## src/hdl/reset_delay_pkg.sv

```systemverilog
/*
  Constants shared by the reset delay sequencer: register map, configuration
  word layout, oscillator modes and timing counts.
  Assumes a single 250 MHz system clock.
*/
package reset_delay_pkg;

  localparam int          CLOCK_PERIOD_PS     = 4000;
  localparam int          DELAY_TIME_MS       = 18;
  // Private RC oscillator model: one tick every 1 us of system clock.
  localparam int          RC_TICK_TIME_NS     = 1000;
  localparam int          RC_TICK_CYCLES      = (RC_TICK_TIME_NS * 1000) / CLOCK_PERIOD_PS;
  localparam int          DELAY_TICKS         = DELAY_TIME_MS * 1000000 / RC_TICK_TIME_NS;

  localparam logic [11:0] CONFIG_WORD_RESET   = 12'hFFF;
  localparam int          CODE_PROTECT_MSB    = 11;
  localparam int          CODE_PROTECT_LSB    = 3;
  localparam int          WATCHDOG_ENABLE_BIT = 2;
  localparam int          OSC_SELECT_MSB      = 1;
  localparam int          OSC_SELECT_LSB      = 0;

  localparam logic [11:0] ADDR_CONFIG_WORD    = 12'h000;
  localparam logic [11:0] ADDR_STATUS         = 12'h004;
  localparam logic [11:0] ADDR_CONTROL        = 12'h008;

  localparam logic [1:0]  RESP_OKAY           = 2'h0;
  localparam logic [1:0]  RESP_SLVERR         = 2'h2;

  typedef enum logic [1:0] {
    low_power_crystal_mode  = 2'h0,
    standard_crystal_mode   = 2'h1,
    high_speed_crystal_mode = 2'h2,
    resistor_capacitor_mode = 2'h3
  } osc_mode_t;

endpackage

```

## src/hdl/rc_tick_if.sv

```systemverilog
/*
  Carries the private RC oscillator tick from its divider to the sequencer.
  Assumes both ends share the system clock.
*/
`timescale 1ns/100ps
interface rc_tick_if;
  logic tick;
  modport source (output tick);
  modport sink   (input  tick);
endinterface

```

## src/hdl/rc_tick_divider.sv

```systemverilog
/*
  Stand-in for the private internal RC oscillator: a free-running divider
  that produces a one-cycle tick, independent of the oscillator selection.
  Assumes the system clock always runs.
*/
`timescale 1ns/100ps
module rc_tick_divider
  import reset_delay_pkg::*;
#(
  parameter int TICK_CYCLES = RC_TICK_CYCLES
) (
  input  wire logic   clock_in,
  input  wire logic   resetn_in,
  rc_tick_if.source   tick_port
);

  logic [15:0] count;

  always_ff @(posedge clock_in or negedge resetn_in) begin
    if (!resetn_in) begin
      count          <= 16'h0000;
      tick_port.tick <= 1'b0;
    end else if (count == 16'(TICK_CYCLES - 1)) begin
      count          <= 16'h0000;
      tick_port.tick <= 1'b1;
    end else begin
      count          <= count + 16'h0001;
      tick_port.tick <= 1'b0;
    end
  end

endmodule

```

## src/hdl/reset_delay_sequencer.sv

```systemverilog
/*
  Reset delay timer and configuration word decode with an AXI4-Lite slave.
  Assumes pins synchronous to clock_in and an external supervisor that
  drives the master clear pin low on brown-out.
*/
// Functional notes
// - Every reset runs a nominal 18 ms delay, independent of oscillator mode.
// - The delay counts ticks of a private oscillator, not the system oscillator.
// - The core stays held in reset while the delay timer counts.
// - The count starts only after the master clear pin is high.
// - A watchdog time-out restarts the delay, also when waking from halt.
// - Bits 11 to 3 are code protect bits; 0 means protected.
// - Bit 2 set enables the watchdog timer.
// - Bits 1 to 0 select low-power, standard or high-speed crystal, or resistor-capacitor.
// - Older variants have a single code protect bit.
// - Factory-programmed variants fix the oscillator field at manufacture.
`timescale 1ns/100ps
module reset_delay_sequencer
  import reset_delay_pkg::*;
#(
  parameter int          DELAY_COUNT      = DELAY_TICKS,
  parameter bit          LEGACY_VARIANT   = 1'b0,
  parameter bit          FACTORY_OSC      = 1'b0,
  parameter logic [1:0]  FACTORY_OSC_MODE = 2'h3
) (
  // Clock and reset.
  input  wire logic        clock_in,
  input  wire logic        resetn_in,
  // Device pins and events.
  input  wire logic        master_clear_pin_in,
  input  wire logic        watchdog_timeout_in,
  input  wire logic [11:0] config_word_in,
  // Decoded configuration and core reset.
  output logic             core_reset_out,
  output logic             watchdog_enable_bit_out,
  output logic [1:0]       oscillator_select_field_out,
  output logic             code_protect_out,
  // AXI4-Lite write address.
  input  wire logic        s_axi_awvalid,
  output logic             s_axi_awready,
  input  wire logic [11:0] s_axi_awaddr,
  // AXI4-Lite write data.
  input  wire logic        s_axi_wvalid,
  output logic             s_axi_wready,
  input  wire logic [31:0] s_axi_wdata,
  input  wire logic [3:0]  s_axi_wstrb,
  // AXI4-Lite write response.
  output logic             s_axi_bvalid,
  input  wire logic        s_axi_bready,
  output logic [1:0]       s_axi_bresp,
  // AXI4-Lite read address.
  input  wire logic        s_axi_arvalid,
  output logic             s_axi_arready,
  input  wire logic [11:0] s_axi_araddr,
  // AXI4-Lite read data.
  output logic             s_axi_rvalid,
  input  wire logic        s_axi_rready,
  output logic [31:0]      s_axi_rdata,
  output logic [1:0]       s_axi_rresp
);

  typedef enum logic [1:0] {
    st_wait_pin,
    st_counting,
    st_running
  } seq_state_t;

  rc_tick_if tick_bus ();

  seq_state_t  state;
  logic [31:0] delay_count;
  logic [11:0] config_word;
  logic        config_loaded;
  logic        soft_reset_req;
  logic        restart_seen;
  logic        aw_held;
  logic        w_held;
  logic [11:0] aw_addr;
  logic [31:0] w_data;
  logic [3:0]  w_strb;
  logic        delay_done;
  logic        restart;
  logic [1:0]  next_osc;
  logic [8:0]  protect_field;

  rc_tick_divider #(
    .TICK_CYCLES (RC_TICK_CYCLES)
  ) u_rc_tick (
    .clock_in  (clock_in),
    .resetn_in (resetn_in),
    .tick_port (tick_bus.source)
  );

  ////////////////////////////////////////////////////////////////////////////

  // The configuration word is captured once, after reset is released.
  always_ff @(posedge clock_in or negedge resetn_in) begin
    if (!resetn_in) begin
      config_word   <= CONFIG_WORD_RESET;
      config_loaded <= 1'b0;
    end else if (!config_loaded) begin
      config_word   <= config_word_in;
      config_loaded <= 1'b1;
    end
  end

  assign protect_field = config_word[CODE_PROTECT_MSB:CODE_PROTECT_LSB];

  always_comb begin
    if (FACTORY_OSC) begin
      next_osc = FACTORY_OSC_MODE;
    end else begin
      next_osc = config_word[OSC_SELECT_MSB:OSC_SELECT_LSB];
    end
  end

  always_ff @(posedge clock_in or negedge resetn_in) begin
    if (!resetn_in) begin
      watchdog_enable_bit_out     <= 1'b0;
      oscillator_select_field_out <= 2'h3;
      code_protect_out            <= 1'b0;
    end else begin
      watchdog_enable_bit_out     <= config_word[WATCHDOG_ENABLE_BIT];
      oscillator_select_field_out <= next_osc;
      if (LEGACY_VARIANT) begin
        code_protect_out <= ~protect_field[0];
      end else begin
        code_protect_out <= ~(&protect_field);
      end
    end
  end

  ////////////////////////////////////////////////////////////////////////////

  assign delay_done = (delay_count >= 32'(DELAY_COUNT - 1));
  assign restart    = watchdog_timeout_in | soft_reset_req;

  // Sequencer; the count step never looks at the oscillator mode.
  always_ff @(posedge clock_in or negedge resetn_in) begin
    if (!resetn_in) begin
      state       <= st_wait_pin;
      delay_count <= 32'h00000000;
    end else if (!master_clear_pin_in || !config_loaded) begin
      state       <= st_wait_pin;
      delay_count <= 32'h00000000;
    end else begin
      unique case (state)
        st_wait_pin: begin
          state       <= st_counting;
          delay_count <= 32'h00000000;
        end
        st_counting: begin
          if (restart) begin
            delay_count <= 32'h00000000;
          end else if (tick_bus.tick) begin
            if (delay_done) begin
              state <= st_running;
            end else begin
              delay_count <= delay_count + 32'h00000001;
            end
          end
        end
        st_running: begin
          if (restart) begin
            state       <= st_counting;
            delay_count <= 32'h00000000;
          end
        end
      endcase
    end
  end

  always_ff @(posedge clock_in or negedge resetn_in) begin
    if (!resetn_in) begin
      core_reset_out <= 1'b1;
    end else begin
      core_reset_out <= (state != st_running) || restart || !master_clear_pin_in;
    end
  end

  // Sticky flag: a watchdog restart was seen since software last cleared it.
  always_ff @(posedge clock_in or negedge resetn_in) begin
    if (!resetn_in) begin
      restart_seen <= 1'b0;
    end else if (watchdog_timeout_in) begin
      restart_seen <= 1'b1;
    end else if (aw_held && w_held && !s_axi_bvalid && aw_addr == ADDR_STATUS && w_strb[0] && w_data[2]) begin
      restart_seen <= 1'b0;
    end
  end

  ////////////////////////////////////////////////////////////////////////////

  always_ff @(posedge clock_in or negedge resetn_in) begin
    if (!resetn_in) begin
      aw_held       <= 1'b0;
      w_held        <= 1'b0;
      aw_addr       <= 12'h000;
      w_data        <= 32'h00000000;
      w_strb        <= 4'h0;
      s_axi_awready <= 1'b1;
      s_axi_wready  <= 1'b1;
      s_axi_bvalid  <= 1'b0;
      s_axi_bresp   <= RESP_OKAY;
    end else begin
      if (s_axi_awvalid && s_axi_awready) begin
        aw_held       <= 1'b1;
        aw_addr       <= s_axi_awaddr;
        s_axi_awready <= 1'b0;
      end
      if (s_axi_wvalid && s_axi_wready) begin
        w_held       <= 1'b1;
        w_data       <= s_axi_wdata;
        w_strb       <= s_axi_wstrb;
        s_axi_wready <= 1'b0;
      end
      if (aw_held && w_held && !s_axi_bvalid) begin
        s_axi_bvalid <= 1'b1;
        unique case (aw_addr)
          ADDR_CONTROL, ADDR_STATUS: s_axi_bresp <= RESP_OKAY;
          ADDR_CONFIG_WORD:          s_axi_bresp <= RESP_SLVERR;
          default:                   s_axi_bresp <= RESP_SLVERR;
        endcase
      end
      if (s_axi_bvalid && s_axi_bready) begin
        s_axi_bvalid  <= 1'b0;
        aw_held       <= 1'b0;
        w_held        <= 1'b0;
        s_axi_awready <= 1'b1;
        s_axi_wready  <= 1'b1;
      end
    end
  end

  // Control bit 0 requests a software restart of the delay; self-clearing.
  always_ff @(posedge clock_in or negedge resetn_in) begin
    if (!resetn_in) begin
      soft_reset_req <= 1'b0;
    end else begin
      soft_reset_req <= aw_held && w_held && !s_axi_bvalid && aw_addr == ADDR_CONTROL && w_strb[0] && w_data[0];
    end
  end

  always_ff @(posedge clock_in or negedge resetn_in) begin
    if (!resetn_in) begin
      s_axi_arready <= 1'b1;
      s_axi_rvalid  <= 1'b0;
      s_axi_rdata   <= 32'h00000000;
      s_axi_rresp   <= RESP_OKAY;
    end else if (s_axi_arvalid && s_axi_arready) begin
      s_axi_arready <= 1'b0;
      s_axi_rvalid  <= 1'b1;
      s_axi_rresp   <= RESP_OKAY;
      unique case (s_axi_araddr)
        ADDR_CONFIG_WORD: s_axi_rdata <= {20'h00000, config_word};
        ADDR_STATUS:      s_axi_rdata <= {29'h0000000, restart_seen, state == st_counting, core_reset_out};
        ADDR_CONTROL:     s_axi_rdata <= 32'h00000000;
        default: begin
          s_axi_rdata <= 32'h00000000;
          s_axi_rresp <= RESP_SLVERR;
        end
      endcase
    end else if (s_axi_rvalid && s_axi_rready) begin
      s_axi_rvalid  <= 1'b0;
      s_axi_arready <= 1'b1;
    end
  end

endmodule

```

## config.mk

```make
export PLATFORM = sky130hd
export DESIGN_NAME = reset_delay_sequencer
export DESIGN_NICKNAME = d
export VERILOG_FILES = /design/src/hdl/reset_delay_pkg.sv /design/src/hdl/rc_tick_if.sv /design/src/hdl/rc_tick_divider.sv /design/src/hdl/reset_delay_sequencer.sv
export SDC_FILE = /design/constraint.sdc
export NUM_CORES = 1
export LEC_CHECK = 0
export ABC_AREA = 1
export BUFFER_PORTS_ARGS = -buffer_cell sky130_fd_sc_hd__buf_2
export CAP_MARGIN = 5
export CORE_ASPECT_RATIO = 0.5
export CORE_MARGIN = 2
export CORE_UTILIZATION = 40
export CTS_BUF_LIST = sky130_fd_sc_hd__clkbuf_16
export CTS_CLUSTER_SIZE = 16
export DETAILED_ROUTE_END_ITERATION = 8
export GPL_ROUTABILITY_DRIVEN = 0
export GPL_TIMING_DRIVEN = 0
export PLACE_DENSITY = 0.68
export SLEW_MARGIN = 20
export SYNTH_ARGS = -nofsm -noshare
export SYNTH_HDL_FRONTEND = slang
export SYNTH_SLANG_ARGS = --single-unit
export TNS_END_PERCENT = 10
```

## constraint.sdc

```tcl
create_clock -name clock_in -period 2.1 [get_ports clock_in]
set_input_delay 0 -clock clock_in [delete_from_list [all_inputs] [get_ports clock_in]]
set_output_delay 0 -clock clock_in [all_outputs]
set_load 0.005 [all_outputs]
```

==> results.toml <==
[sta]
final.setup_skew_ps = 10.8
clock.fmax_mhz = 571
final.min_clock_period_ps = 1750
report.final.slew_viol_count = 0
fin_crit_sh = 0.834
finalSetupViolCount = 0
hold_viol_final = 0
rsz0062_at_grt = "false"
whs_ps = 23.6

[synthesis]
post-synth-top-area-fraction = 0.437
postSynth.asyncResetShare = 1.00
seq_area_frac_synth = 0.530
avgSynthCellArea_um2 = 8.18
yosysTopAreaCell = "dfrtp_1"
ys_warn_count = 0
ys.flop_type = "dfrtp_1"
yosys_register_bits = 107
synth_edf_count = 0
synthesis.area_um2 = 5100
syn_inst = 623
synth.area.top_cells = "dfrtp_1 44%, nand2_1 12%, dfstp_2 9.3%, nor2_1 6.4%, inv_1 5.3%"
yosysUniqueCellTypes = 31

[finish]
synthToLayoutAreaGrowth_pct = 26.6
fill_cells = 1175
design_area_um2 = 6450
antennaDiodeCount = 0
fin_nets = 849
drive_gt1_frac = 0.192

[clock_network]
clock_path_buffers = 2
root_buffer = "clkbuf_16"
cts.repair.resized = 0
ctsHtreeMaxLevel = 3
clk_latency_ps = 350
cts_tree = "built"
clkTransAtPathRegs_ps = 70
numCtsBuffers = 9
cts.sinks = 107

[placed_design]
dpl.hpwl_um = 7350
postPlaceCellArea_um2 = 5780
port_buffers = 71

[status]
status = "complete, no violations"

[detailed_routing]
vias = 4336
firstDrtPassIters = 5
postRouteAntennaNets = 0
post-route-drc-count = 0
drt_iter0_markers = 371
post_drt_wl_per_cell_um = 11.2
viasPerCell = 4.61
wirelength_um = 10500

[global_routing]
antenna_found_initial = 0
grt_pass1_vias = 4210
grt.overflow.total = 0
track_usage = 0.163
grt_max_degree = 84
grt_pass1_wl_um = 18300

[setup_path]
crit_arrival_ps = 1980
startpoint_type = "register"
path_cells = "ha_1, nand3_1, nor3_1, nand2_1, nor2_1, nand3_1, xor2_1"
path_max_fanout = 4
r2r-start = "u_rc_tick.count[0]"
cp_common_cell = "nand3_1"
crit_required_ps = 2330
critPathMaxStageDelay_ps = 400
endpoint_kind = "register"
worstSetupStartpoint = "u_rc_tick.count[0]"
criticalPathCategory = "register to register"
slowest_stage = "dfrtp_1"

[power_and_ir_drop]
pwr-share-clk = 0.335
p_sw_frac = 0.268
seq_power_share = 0.504
power_density_nw_per_um2 = 769
pwr-share-comb = 0.161
p_sw_mw = 1.33
p_int_mw = 3.63
p_leak_nw = 3.30
ir_drop_uv = 446

[floorplan]
dieArea_um2 = 13700
start_util = 0.406
die_w_um = 164
io_pins = 127
coreArea_um2 = 12600
core.rowCount = 29
die_height_um = 83.8

[min_path]
hold_start = "s_axi_araddr[3]"
hold_path.class = "input pin to register"

[job]
cap_violations = 0
registers in the layout, summed over array words and instances, names as in the netlist, 2 cells and up:
register,cells
config_word,12
w_data,2
state,2
u_rc_tick.count,16
delay_count,32
oscillator_select_field_out,2
s_axi_rdata,12
aw_addr,12
what timing repair did:
item,4_1_cts,5_1_grt
endpoints found under the hold margin,128,0
hold buffers,38,0
setup buffers,0,0
power by group through the flow:
stage	registers, mW	clock network (mW)	logic [mW]
after CTS	2.50	1.72	0.800
after detailed placement	2.54	0	0.730
after floorplan	2.52	0	0.442
after global routing	2.53	1.80	0.927
after global placement	2.52	0	0.709
final	2.50	1.66	0.797
cell type report:
cell class	count	area [µm²]	area share
multi-input cells	426	1960	0.304
plain buffers	36	230	0.0357
clock buffers	9	225	0.0349
flip-flops and latches	107	2700	0.419
well taps	170	213	0.0330
inverters	75	282	0.0436
repair buffers	110	769	0.119
clock inverters	7	67.6	0.0105
stage by stage:
step	setup WS [ps]	TNS, ps	cells	total power [mW]	utilization
after global placement	-122	-9830	885	3.23	0.458
after floorplan	584	0	644	2.96	-
after CTS	333	0	940	5.02	0.514
after global routing	142	0	940	5.25	0.514
after detailed placement	354	0	886	3.27	0.460
final	349	0	940	4.96	0.514
cells in the final DEF (no fill, tap or decap), drive strengths merged:
| cell | netlist | layout |
|---|---|---|
| nand2 | 164 | 164 |
| buf | 28 | 100 |
| dfrtp | 89 | 89 |
| nor2 | 89 | 89 |
| inv | 75 | 78 |
| nand3 | 53 | 53 |
| dlygate4sd3 | 0 | 38 |
| conb | 2 | 23 |
| nand4 | 22 | 22 |
| dfstp | 18 | 18 |
| clkbuf | 8 | 17 |
| a21oi | 14 | 14 |
| o21ai | 14 | 14 |
| nor3 | 13 | 13 |
| o31ai | 9 | 9 |
| xor2 | 7 | 7 |
| or2 | 6 | 6 |
| a31oi | 3 | 3 |
| mux2 | 3 | 3 |
| ha | 3 | 3 |
| clkinv | 0 | 3 |
| xnor2 | 1 | 1 |
| nor4 | 1 | 1 |
| o21bai | 1 | 1 |
| bufinv | 0 | 1 |
cell usage after synthesis (all sizes together) (2+ instances only):
cell / count
nand2: 164
dfrtp: 89
nor2: 89
inv: 75
nand3: 53
buf: 28
nand4: 22
dfstp: 18
a21oi: 14
o21ai: 14
nor3: 13
o31ai: 9
clkbuf: 8
xor2: 7
or2: 6
a31oi: 3
ha: 3
mux2: 3
conb: 2
critical path: cells and delay by family, from the launching register on:
kind	cells	cell delay [ps]
and+or+nand+nor	5	870
DFF	1	400
adders and majority gates	1	210
xor gates and xnor gates	1	150
cells by family (layout without fill, tap and decap cells):
logic type | after synthesis | count (layout) | share of synthesized area
simple gates | 348 | 348 | 0.295
buf+inv | 111 | 237 | 0.100
flops | 107 | 107 | 0.530
compound gates | 41 | 41 | 0.0459
xor+xnor | 8 | 8 | 0.0137
fa+ha+maj | 3 | 3 | 0.00736
mux | 3 | 3 | 0.00663
other cells | 2 | 23 | 0.00147
routing by layer:
layer	vias up	track usage	routed length [µm]
met5	-	0	0
met4	0	0.0439	98
met3	8	0.0333	504
met2	113	0.284	4950
met1	2003	0.206	4990
li1	2212	-	-
final timing paths:
check / endpoint / slack (ps) / cells after the start
max: u_rc_tick.count[14] / 350 / 7
min: s_axi_rdata[1] / 20 / 4
max reg2reg: u_rc_tick.count[14] / 350 / 7
min reg2reg: oscillator_select_field_out[0] / 380 / 0
max in group asynchronous: config_word[8] / 1290 / 3
min in group asynchronous: aw_addr[8] / 80 / 2
(Power assumes the default switching activity.)
